--- src/rtl/fbrc_defines.vh ---
// Constants for the burst read configuration and sequencing block.
// Assumes it is included by bare name from the design file only.
`ifndef FBRC_DEFINES_VH
`define FBRC_DEFINES_VH

// Read configuration register reset value and writable-bit mask.
`define FBRC_CFG_RESET      16'hbfcf
`define FBRC_CFG_MASK       16'hbfcf

// Field positions inside the read configuration register.
`define FBRC_READ_MODE_BIT  15
`define FBRC_LAT_MSB        13
`define FBRC_LAT_LSB        11
`define FBRC_HOLD_POL_BIT   10
`define FBRC_DATA_HOLD_BIT  9
`define FBRC_HOLD_TIME_BIT  8
`define FBRC_ORDER_BIT      7
`define FBRC_EDGE_BIT       6
`define FBRC_WRAP_BIT       3
`define FBRC_LEN_MSB        2
`define FBRC_LEN_LSB        0

// Burst length codes.
`define FBRC_LEN_4          3'h1
`define FBRC_LEN_8          3'h2
`define FBRC_LEN_CONT       3'h7

// Latency codes: legal codes equal their cycle count.
`define FBRC_LAT_MIN        3'h2
`define FBRC_LAT_MAX        3'h5

// Word group sizes and the boundary that costs extra cycles.
`define FBRC_GROUP_4        4
`define FBRC_GROUP_8        8
`define FBRC_BOUNDARY_BITS  6

`endif

--- src/rtl/fbrc_burst_read.v ---
// Synchronous burst read sequencer with its read configuration register.
// Assumes an array source on CLK_I that answers MEM_ADDR_O with
// valid/ready, and a host that drives the burst clock and strobes.
//
// Function
// Wrap bit 3 low confines burst to its 4/8 group; high runs past.
// One address latch starts a burst of 4, 8 or continuous words.
// Host sets sequential order whenever continuous length is chosen.
// Continuous bursts keep incrementing addresses across bank borders.
// Linear burst starting 4-word aligned inserts no wait at all.
// Offset 1..3 inserts that many wait cycles at first 64 crossing.
// Boundary wait happens at most once per burst.
// Reserved bits 14, 5, 4 carry no function.
// Bit 15 selects sync (0) or async (1) reads; resets to async.
// Latency code 2..5 sets cycles to first data; others reserved.
// Bit 10 makes wait active low (0) or active high (1).
// Bit 9 holds each data word one (0) or two (1) clocks.
// Bit 8 asserts wait during (0) or one cycle before (1) wait; with 1 the code warns during the next-to-last good word.
// Bit 7 picks interleaved (0) or sequential (1) order.
// Bit 6 picks falling (0) or rising (1) active burst clock edge.
// Wrap order: sequential modulo group, interleaved start XOR beat.
// No-wrap fixed bursts run linear; wrap ignored for continuous.
// Host writes a legal latency and length before synchronous reads.
`timescale 1ns/10ps
`include "fbrc_defines.vh"

module fbrc_burst_read #(
  parameter AW = 21,
  parameter DW = 16
) (
  // Clock and reset.
  input  wire          CLK_I,
  input  wire          RESET_I,
  // Read configuration register port.
  input  wire          CFG_WE_I,
  input  wire [15:0]   CFG_WDATA_I,
  output wire [15:0]   CFG_RDATA_O,
  // Host-side pins.
  input  wire          BCLK_I,
  input  wire          LATCH_N_I,
  input  wire          CHIP_EN_N_I,
  input  wire [AW-1:0] ADDR_I,
  output reg  [DW-1:0] DQ_O,
  output reg           DQ_OE_O,
  output reg           WAIT_O,
  // Array read stream.
  output wire [AW-1:0] MEM_ADDR_O,
  output wire          MEM_RD_O,
  input  wire [DW-1:0] MEM_DATA_I,
  input  wire          MEM_VALID_I,
  output wire          MEM_READY_O
);

  localparam [4:0] ST_IDLE  = 5'h01;
  localparam [4:0] ST_LAT   = 5'h02;
  localparam [4:0] ST_DATA  = 5'h04;
  localparam [4:0] ST_BWAIT = 5'h08;
  localparam [4:0] ST_DONE  = 5'h10;

  // Group sizes at address width, so length compares match in size.
  localparam [AW-1:0] GROUP_4_W = `FBRC_GROUP_4;
  localparam [AW-1:0] GROUP_8_W = `FBRC_GROUP_8;

  reg  [15:0]   cfg_q;
  reg  [2:0]    bclk_q;
  reg  [1:0]    latch_n_q;
  reg  [1:0]    chip_n_q;
  reg  [AW-1:0] addr_s1_q;
  reg  [AW-1:0] addr_s2_q;
  reg           armed_q;
  reg  [4:0]    st_q;
  reg  [AW-1:0] start_q;
  reg  [AW-1:0] beat_q;
  reg  [AW-1:0] push_q;
  reg  [2:0]    lat_q;
  reg  [1:0]    bw_q;
  reg           bw_done_q;
  reg           hold_q;
  reg           stall_q;
  reg           act_q;
  reg  [DW-1:0] buf_q [0:1];
  reg           wr_q;
  reg           rd_q;
  reg  [1:0]    cnt_q;

  // Register fields.
  wire          sync_mode = ~cfg_q[`FBRC_READ_MODE_BIT];
  wire [2:0]    lat_code  = cfg_q[`FBRC_LAT_MSB:`FBRC_LAT_LSB];
  wire          pol_high  = cfg_q[`FBRC_HOLD_POL_BIT];
  wire          hold_two  = cfg_q[`FBRC_DATA_HOLD_BIT];
  wire          early     = cfg_q[`FBRC_HOLD_TIME_BIT];
  wire          seq_order = cfg_q[`FBRC_ORDER_BIT];
  wire          rise_edge = cfg_q[`FBRC_EDGE_BIT];
  wire          no_wrap   = cfg_q[`FBRC_WRAP_BIT];
  wire [2:0]    len_code  = cfg_q[`FBRC_LEN_MSB:`FBRC_LEN_LSB];
  wire          len4      = (len_code == `FBRC_LEN_4);
  wire          len8      = (len_code == `FBRC_LEN_8);
  wire          fixed     = len4 | len8;
  wire [AW-1:0] len_words = len8 ? GROUP_8_W : GROUP_4_W;
  // Wrap only matters for fixed lengths; continuous is always linear.
  wire          linear    = ~fixed | no_wrap;

  // Reserved bits read back as zero and are never decoded.
  assign CFG_RDATA_O = cfg_q & `FBRC_CFG_MASK;

  // Address of beat i; interleave only applies inside a wrapped group.
  // Every input is an argument, so each caller updates on all of them.
  function [AW-1:0] addr_of;
    input [AW-1:0] s;
    input [AW-1:0] i;
    input          seq;
    input          lin;
    input          l8;
    reg   [2:0]    off;
    begin
      off = seq ? (s[2:0] + i[2:0])
                : (s[2:0] ^ i[2:0]);
      if (lin) begin
        addr_of = s + i;
      end else if (l8) begin
        addr_of = {s[AW-1:3], off};
      end else begin
        addr_of = {s[AW-1:2], off[1:0]};
      end
    end
  endfunction

  // Active edge of the sampled burst clock; bclk_q[0] feeds only bit 1.
  wire tick = rise_edge ? (bclk_q[1] & ~bclk_q[2])
                        : (~bclk_q[1] & bclk_q[2]);
  wire sel  = ~chip_n_q[1];
  wire start_ev = tick & sync_mode & sel & ~latch_n_q[1] & armed_q;

  // A word is due now: latency elapsed, hold elapsed, or wait over.
  wire due = tick & (((st_q == ST_LAT) & (lat_q == 3'h1)) |
                     ((st_q == ST_DATA) & ~hold_q) |
                     ((st_q == ST_BWAIT) & (bw_q == 2'h1)));
  wire at_end  = fixed & (beat_q == len_words);
  // One-shot wait when a misaligned linear burst reaches the boundary.
  wire [AW-1:0] beat_addr = addr_of(start_q, beat_q, seq_order, linear,
                                    len8);
  wire need_bw = linear & (start_q[1:0] != 2'h0) & ~bw_done_q &
                 (beat_q != {AW{1'b0}}) &
                 (beat_addr[`FBRC_BOUNDARY_BITS-1:0] == 6'h00);
  wire pop     = due & ~at_end & ~need_bw & (cnt_q != 2'h0);
  // Predicts whether the word after this one will be a wait.
  wire [AW-1:0] nxt = beat_q + {{(AW-1){1'b0}}, 1'b1};
  wire [AW-1:0] nxt_addr = addr_of(start_q, nxt, seq_order, linear, len8);
  wire pred_wait = (fixed & (nxt == len_words)) |
                   (linear & (start_q[1:0] != 2'h0) & ~bw_done_q &
                    (nxt_addr[`FBRC_BOUNDARY_BITS-1:0] == 6'h00));
  wire push    = MEM_VALID_I & MEM_READY_O;

  assign MEM_READY_O = act_q & (cnt_q != 2'h2);
  assign MEM_RD_O    = act_q & (~fixed | (push_q < len_words));
  assign MEM_ADDR_O  = addr_of(start_q, push_q, seq_order, linear, len8);

  // Configuration register; only the command side may write it.
  always @(posedge CLK_I) begin
    if (RESET_I) begin
      cfg_q <= `FBRC_CFG_RESET;
    end else if (CFG_WE_I) begin
      cfg_q <= CFG_WDATA_I & `FBRC_CFG_MASK;
    end
  end

  // Two-flop synchronisers for all host pins, plus one edge stage.
  always @(posedge CLK_I) begin
    if (RESET_I) begin
      bclk_q    <= 3'h0;
      latch_n_q <= 2'h3;
      chip_n_q  <= 2'h3;
      addr_s1_q <= {AW{1'b0}};
      addr_s2_q <= {AW{1'b0}};
    end else begin
      bclk_q    <= {bclk_q[1:0], BCLK_I};
      latch_n_q <= {latch_n_q[0], LATCH_N_I};
      chip_n_q  <= {chip_n_q[0], CHIP_EN_N_I};
      addr_s1_q <= ADDR_I;
      addr_s2_q <= addr_s1_q;
    end
  end

  // Two-entry buffer; a flush at burst start drops stale prefetch.
  always @(posedge CLK_I) begin
    if (RESET_I | start_ev) begin
      wr_q   <= 1'b0;
      rd_q   <= 1'b0;
      cnt_q  <= 2'h0;
      push_q <= {AW{1'b0}};
    end else begin
      if (push) begin
        buf_q[wr_q] <= MEM_DATA_I;
        wr_q        <= ~wr_q;
        push_q      <= push_q + {{(AW-1){1'b0}}, 1'b1};
      end
      if (pop) begin
        rd_q <= ~rd_q;
      end
      cnt_q <= cnt_q + {1'b0, push} - {1'b0, pop};
    end
  end

  // Burst sequencer, stepped on active edges of the burst clock.
  always @(posedge CLK_I) begin
    if (RESET_I) begin
      st_q      <= ST_IDLE;
      armed_q   <= 1'b0;
      start_q   <= {AW{1'b0}};
      beat_q    <= {AW{1'b0}};
      lat_q     <= 3'h0;
      bw_q      <= 2'h0;
      bw_done_q <= 1'b0;
      hold_q    <= 1'b0;
      stall_q   <= 1'b0;
      act_q     <= 1'b0;
      DQ_O      <= {DW{1'b0}};
    end else begin
      // Rearm only once a strobe has gone high again.
      if (latch_n_q[1] | ~sel) begin
        armed_q <= 1'b1;
      end else if (start_ev) begin
        armed_q <= 1'b0;
      end
      if (~sel | ~sync_mode) begin
        st_q  <= ST_IDLE;
        act_q <= 1'b0;
      end else if (start_ev) begin
        st_q      <= ST_LAT;
        start_q   <= addr_s2_q;
        beat_q    <= {AW{1'b0}};
        // Reserved latency codes fall back to the longest legal one.
        lat_q     <= ((lat_code >= `FBRC_LAT_MIN) &&
                      (lat_code <= `FBRC_LAT_MAX)) ?
                     lat_code : `FBRC_LAT_MAX;
        bw_done_q <= 1'b0;
        hold_q    <= 1'b0;
        stall_q   <= 1'b0;
        act_q     <= 1'b1;
      end else if (tick) begin
        case (st_q)
          ST_LAT: begin
            lat_q <= lat_q - 3'h1;
          end
          ST_DATA: begin
            hold_q <= 1'b0;
          end
          ST_BWAIT: begin
            bw_q <= bw_q - 2'h1;
          end
          default: begin
          end
        endcase
        if (due) begin
          stall_q <= 1'b0;
          if (at_end) begin
            st_q <= ST_DONE;
          end else if (need_bw) begin
            st_q      <= ST_BWAIT;
            bw_q      <= start_q[1:0];
            bw_done_q <= 1'b1;
          end else if (cnt_q == 2'h0) begin
            st_q    <= ST_DATA;
            stall_q <= 1'b1;
          end else begin
            st_q   <= ST_DATA;
            DQ_O   <= buf_q[rd_q];
            beat_q <= nxt;
            hold_q <= hold_two;
          end
        end
      end
    end
  end

  // Wait is raised whenever the word on the bus is not valid; the early
  // option warns during the next-to-last good word before a wait state.
  wire wait_now  = ~sync_mode | ~sel | (st_q != ST_DATA) | stall_q;
  // Polarity follows a write at once, so a new setting never shows a
  // false ready for one cycle while the data pins are off.
  wire pol_next  = CFG_WE_I ? CFG_WDATA_I[`FBRC_HOLD_POL_BIT] : pol_high;
  wire wait_soon = early & (st_q == ST_DATA) & ~stall_q &
                   (hold_q ? 1'b0 : pred_wait) & ~hold_two;
  wire wait_two  = early & (st_q == ST_DATA) & ~stall_q &
                   ~hold_q & hold_two & pred_wait;
  always @(posedge CLK_I) begin
    if (RESET_I) begin
      WAIT_O  <= 1'b1;
      DQ_OE_O <= 1'b0;
    end else begin
      WAIT_O  <= pol_next ? (wait_now | wait_soon | wait_two)
                          : ~(wait_now | wait_soon | wait_two);
      DQ_OE_O <= sel & sync_mode;
    end
  end

endmodule // fbrc_burst_read

--- config.mk ---
export PLATFORM = sky130hd
export DESIGN_NAME = fbrc_burst_read
export DESIGN_NICKNAME = d
export VERILOG_FILES = /design/src/rtl/fbrc_burst_read.v
export VERILOG_INCLUDE_DIRS = /design/src /design/src/rtl
export SDC_FILE = /design/constraint.sdc
export NUM_CORES = 1
export LEC_CHECK = 0
export BUFFER_PORTS_ARGS = -buffer_cell sky130_fd_sc_hd__buf_4
export CAP_MARGIN = 20
export CORE_MARGIN = 3
export CORE_UTILIZATION = 30
export DETAILED_ROUTE_END_ITERATION = 6
export HOLD_SLACK_MARGIN = 0.02
export SETUP_SLACK_MARGIN = 0.02
export SYNTH_ARGS = -nofsm -noshare
export SYNTH_HDL_FRONTEND = slang
export SYNTH_SLANG_ARGS = --single-unit
--- constraint.sdc ---
create_clock -name CLK_I -period 2.8 [get_ports CLK_I]
set_input_delay 0.14 -clock CLK_I [delete_from_list [all_inputs] [get_ports CLK_I]]
set_output_delay 0.14 -clock CLK_I [all_outputs]
set_load 0.02 [all_outputs]
=== After elaboration in Yosys (flattened, before gate mapping) ===
Memories as Yosys holds them, arrays and structs flattened. A register that Yosys moved wholly into a read port is not among the register bits.
Index checks and enable logic that the tools add are counted.

* Register bits after elaboration: 146
* Memory bits (writable): 32
* Output and inout port bits: 57
* Word-level logic and storage cells: 198
* Memories kept: 1

{| class="wikitable"
|+ Memories
! memory !! words !! width !! rd ports !! clocked after memory_dff !! write ports !! RTL line !! text
|-
| buf_q || 2 || 16 || 1 || 1 || 1 || fbrc_burst_read.v:81 || <nowiki>reg [DW-1:0] buf_q [0:1];</nowiki>
|}

* $add $sub $neg: 12
* Order comparisons: 3
* Equality and inequality tests: 14
* Multiplexer cells: 56
* Bitwise operators: 65
* Reductions and logical operators: 24

{| class="wikitable"
|+ Operators by type and width
! cell !! number
|-
| $mux W21 || 7
|-
| $add A21 B1 Y21 const B || 2
|-
| $eq A21 B4 Y1 || 2
|-
| $and A1 B1 Y1 || 31
|-
| $mux W3 || 10
|-
| $mux W1 || 27
|-
| $add A21 B21 Y21 || 1
|-
| $lt A21 B4 Y1 || 1
|-
| $reduce_bool A21 Y1 || 1
|-
| $not A1 Y1 || 18
|-
| $mux W2 || 7
|-
| $reduce_bool A2 Y1 || 7
|-
| $or A1 B1 Y1 || 13
|-
| $add A6 B6 Y6 || 2
|-
| $logic_not A6 Y1 || 2
|-
| $mux W6 || 2
|-
| $add A3 B3 Y3 || 3
|-
| $reduce_and A3 Y1 || 3
|-
| $xor A3 B3 Y3 || 3
|-
| $mux W4 || 2
|-
| $ne A2 B2 Y1 const B || 4
|-
| $reduce_and A2 Y1 || 4
|-
| $reduce_and A7 Y1 || 1
|-
| $eq A3 B1 Y1 const B || 2
|-
| other kinds (19) || 19
|}

=== Longest topological paths before layout ===
* Depth after elaboration: 15
* Mapped depth: 15
* Gate-level depth less buffers: 14

=== Worst setup path before layout ===
OpenSTA, ideal clock, no wires.

* Path kind: register to register
* Start: reg beat_q[0]
* End: reg cnt_q[1]
* Library setup time: 0.128 ns
* Data arrival time: 3.022 ns
* Required time: 2.672 ns
* Setup slack: -0.349 ns
* Cell stages (with the launch flop): 16
* Buffers on the path: 1
* Path through: dfxtp_1 -> ha_1 -> fa_1 -> xnor2_1 -> nand4b_1 -> or4_1 -> a211oi_1 -> and4_1 -> buf_4 -> nor3_1 -> ha_1 -> inv_1 -> ha_1 -> xnor2_1 -> xnor2_1 -> nor2_1

* Word-level cells in the longest chain between the ends: 10

{| class="wikitable"
|+ Ends and longest elaborated chain
! what !! RTL line !! text
|-
| from (decl) || fbrc_burst_read.v:73 || <nowiki>reg [AW-1:0] beat_q;</nowiki>
|-
| from (signal assigned) || fbrc_burst_read.v:210 || <nowiki>beat_q <= {AW{1'b0}};</nowiki>
|-
| from (signal assigned) || fbrc_burst_read.v:231 || <nowiki>beat_q <= {AW{1'b0}};</nowiki>
|-
| from (signal assigned) || fbrc_burst_read.v:268 || <nowiki>beat_q <= nxt;</nowiki>
|-
| $add A3 B3 Y3 or $xor A3 B3 Y3 (tied branches) || fbrc_burst_read.v:116, fbrc_burst_read.v:117 ||
|-
| $mux W3 || fbrc_burst_read.v:116 || <nowiki>off = seq ? (s[2:0] + i[2:0])</nowiki>
|-
| $mux W3 || fbrc_burst_read.v:120 || <nowiki>end else if (l8) begin</nowiki>
|-
| $mux W6 || fbrc_burst_read.v:118 || <nowiki>if (lin) begin</nowiki>
|-
| $logic_not A6 Y1 || fbrc_burst_read.v:144 || <nowiki>(beat_addr[`FBRC_BOUNDARY_BITS-1:0] == 6'h00);</nowiki>
|-
| $and A1 B1 Y1 || fbrc_burst_read.v:142 || <nowiki>wire need_bw = linear & (start_q[1:0] != 2'h0) & ~bw_done_q &</nowiki>
|-
| $not A1 Y1 || fbrc_burst_read.v:145 || <nowiki>wire pop = due & ~at_end & ~need_bw & (cnt_q != 2'h0);</nowiki>
|-
| $and A1 B1 Y1 (*) (2 in a row) || fbrc_burst_read.v:145 ||
|-
| via pop || fbrc_burst_read.v:145 ||
|-
| $sub A2 B1 Y2 (*) || fbrc_burst_read.v:200 || <nowiki>cnt_q <= cnt_q + {1'b0, push} - {1'b0, pop};</nowiki>
|-
| to (signal assigned) || fbrc_burst_read.v:200 ||
|-
| to (decl) || fbrc_burst_read.v:84 || <nowiki>reg [1:0] cnt_q;</nowiki>
|}

Mark *: on every way through the listed nets, which the timed path passes. The rest lies on a longest branch.
A chain may end at the register's enable or synchronous reset.

=== Worst setup path after layout ===
Ends and elaborated chain as after synthesis.

==> results.sh <==
export IMPL_outcome="finished with violations"
export IMPL_failed_checks="negative setup slack"
export IMPL_path_buf_inv=1
export IMPL_groute_usage_overall_pct=15.2
export IMPL_power_density_mw_per_mm2=437
export IMPL_area_delta_synth_final_pct=39.9
export IMPL_leakage_uw=0.00497
export IMPL_fin_util_pct=43.3
export IMPL_drt_total_wl_um=25200
export IMPL_ys_warn_count=0
export IMPL_hold_violations=0
export IMPL_slowest_stage="or4_4"
export IMPL_synthArstFlopShare_pct=0
export IMPL_ant_nets=0
export IMPL_core_mm2=0.0301
export IMPL_grt_pass1_wl_um=41100
export IMPL_ys_seq_area_share_pct=45.1
export IMPL_r2r_start="beat_q[0]"
export IMPL_htree_levels=4
export IMPL_drive_above_1_share_pct=28.0
export IMPL_grt_pass1_vias=7939
export IMPL_pin_count=117
export IMPL_netlist_area_mm2=0.00933
export IMPL_critPathRequiredTime_ns=3.12
export IMPL_fin_crit_sh_pct=107
export IMPL_fillers=2840
export IMPL_clock_fmax_mhz=333
export IMPL_insertion_delay_ns=0.44
export IMPL_vias_per_cell=4.84
export IMPL_worstMarginPinSlew_ns=0.748
export IMPL_syn_inst=1019
export IMPL_vias=7992
export IMPL_startpoint_type="flip-flop"
export IMPL_slew_viol_final=0
export IMPL_die_w_um=182
export IMPL_tns_ns=-2.71
export IMPL_cts_buffer_depth=2
export IMPL_yosys_area_top_type="dfxtp_1"
export IMPL_initial_core_util_pct=31.0
export IMPL_cts_buffers=17
export IMPL_final_common_cell="buf_4"
export IMPL_synth_seq_cells=194
export IMPL_grt_max_degree=66
export IMPL_synth_area_top_cells="dfxtp_1 35%, edfxtp_1 10%, ha_1 5.4%, xnor2_1 4.4%, nor2_1 4.3%"
export IMPL_ys_flop_type="dfxtp_1"
export IMPL_multiInputGateArea_mm2=0.00539
export IMPL_critical_path_top_delay_family="adder cells"
export IMPL_finalCriticalPeriod_ns=3.00
export IMPL_layout_setup_ws_ns=-0.203
export IMPL_setup_viol=29
export IMPL_min_path_type="input port to flip-flop"
export IMPL_chipHeight_um=182
export IMPL_swShare_pct=25.3
export IMPL_min_delay_start="CFG_WE_I"
export IMPL_cp_startpoint="beat_q[0]"
export IMPL_slowest_delay_ns=0.44
export IMPL_hpwl_um=17000
export IMPL_antenna_found_initial=0
export IMPL_fp_row_count=63
export IMPL_drt_pass1_iter_count=4
export IMPL_drc=0
export IMPL_seq_power_share_pct=50.6
export IMPL_cts_tree="built"
export IMPL_num_antenna_cells=0
export IMPL_cts_root_buf="clkbuf_16"
export IMPL_path_class="flip-flop to flip-flop"
export IMPL_timing_slew_headroom_pct=49.7
export IMPL_drt_first_iter_violations=436
export IMPL_gr_total_overflow=0
export IMPL_syn_avg_cell_area_um2=9.15
export IMPL_hold_worst_slack_ns=0.132
export IMPL_place_ws_ns=-0.226
export IMPL_synth_top_cell_area_share_pct=34.8
export IMPL_rsz0062_at_grt="yes"
export IMPL_internal_power_uw=4270
export IMPL_seq_area_mm2=0.00424
export IMPL_combPwrFrac_pct=5.4
export IMPL_max_cap_violations=0
export IMPL_layout_nets=1352
export IMPL_synth_edf_count=32
export IMPL_critPathMaxFanout=2
export IMPL_final_cell_mix="190 x buf_4, 147 x dfxtp_1, 102 x nor2_1"
export IMPL_portBuffers=110
export IMPL_finClkSkew_ns=0.0230
export IMPL_wl_per_cell_um=15.3
export IMPL_cp_end_kind="flip-flop"
export IMPL_path_clk_slew_ns=0.08
export IMPL_clock_sinks=194
export IMPL_irDropWorstVdd_mv=0.455
export IMPL_p_sw_uw=1440
export IMPL_synth_cell_types=66
export IMPL_place_gp_congestion=0.880
export IMPL_cp_cell_sequence="ha_4 -> fa_2 -> xnor2_2 -> nand4b_1 -> or4_4 -> a211oi_4 -> and4_4 -> nor3_4 -> ha_1 -> inv_2 -> ha_4 -> xnor2_2 -> xnor2_1 -> nor2_1"
export IMPL_pwr_share_clk_pct=44.0
export IMPL_dieArea_mm2=0.0332
export IMPL_cp_arrival_ns=3.32
export IMPL_finalPower_uw=5710
[synthesized netlist by cell type (3+ instances only)]
cell / count
dfxtp_1: 162
nor2_1: 106
nand2_1: 97
nor2b_1: 61
a21oi_1: 56
xnor2_1: 47
ha_1: 40
o21ai_0: 39
clkbuf_1: 38
nor3_1: 34
edfxtp_1: 32
nand3_1: 30
xor2_1: 30
mux2i_1: 23
inv_1: 22
a211oi_1: 21
a211o_1: 13
nor3b_1: 13
and3_1: 12
nand2b_1: 12
a21o_1: 9
nor4_1: 9
buf_2: 8
and2_1: 6
nand4_1: 6
o211ai_1: 6
or2_2: 6
a31oi_1: 5
o21a_1: 5
buf_4: 4
o21bai_1: 4
or3_1: 4
or3b_2: 4
or4_1: 4
a21boi_0: 3
fa_1: 3
nand3b_1: 3
nor4b_1: 3
o31ai_1: 3
[routing by layer]
metal  vias to the layer above  GRT usage [%]  wire length (um)
met5                         -              0                 0
met4                         0           5.06               684
met3                        39           2.97              1030
met2                       175           25.0             11900
met1                      3768           19.9             11600
li1                       4010              -                 -
[sequential cells by signal, indices dropped and copies added (netlist names), 2 cells and up]
name / cells
addr_s1_q: 21
latch_n_q: 2
push_q: 21
bw_q: 2
addr_s2_q: 21
buf_q: 32
st_q: 5
cnt_q: 2
chip_n_q: 2
DQ_O: 16
lat_q: 3
bclk_q: 3
start_q: 21
beat_q: 21
cfg_q: 13
[cell families (layout without fill, tap and decap cells)]
kind of cell,after synthesis,in the layout,share of synthesized area (%)
xor gates and xnor gates,78,78,7.41
buffers and inverters,74,315,3.25
DFF,194,194,45.1
muxes,24,24,2.59
adders and majority gates,43,43,6.01
and+or+nand+nor,426,426,23.5
other,1,3,0.0402
AOI/OAI and AO/OA,179,179,12.2
[per-stage QoR]
stage	area, um2	instances
after floorplan	9360	1021
after global placement	11100	1550
after detailed placement	11100	1550
after CTS	12800	1651
after global routing	13000	1652
final	13000	1652
[power groups by stage]
stage / logic, uW / registers [uW] / clock network (uW)
after detailed placement: 245 / 2960 / 0
after global placement: 244 / 2960 / 0
after floorplan: 99.4 / 2970 / 0
final: 306 / 2890 / 2510
after global routing: 334 / 2900 / 2700
after CTS: 306 / 2890 / 2580
[path summary, 6_finish.rpt]
| path | endpoint | slack (ns) | cells past startpoint |
|---|---|---|---|
| setup / recovery | cnt_q[1] | -0.20 | 14 |
| hold / removal | cfg_q[15] | 0.13 | 2 |
| setup reg to reg | cnt_q[1] | -0.20 | 14 |
| hold reg to reg | chip_n_q[1] | 0.42 | 1 |
[timing repair]
action | 4_1_cts | 5_1_grt
cloned | 2 | 1
setup buffers | 15 | 1
endpoints found under the setup margin | 40 | 62
hold buffers | 53 | 0
gates resized for setup | 100 | 48
endpoints found under the hold margin | 69 | 0
pin swaps | 42 | 21
[area by class of cell]
cell class / instances / area share, %
well taps: 390 / 3.74
clock inverters: 15 / 1.38
repair buffers: 261 / 17.2
clock buffers: 17 / 3.26
multi-input cells: 753 / 41.3
inverters: 22 / 0.633
flip-flops and latches: 194 / 32.5
Note: power is estimated with default switching activity, not from simulation.
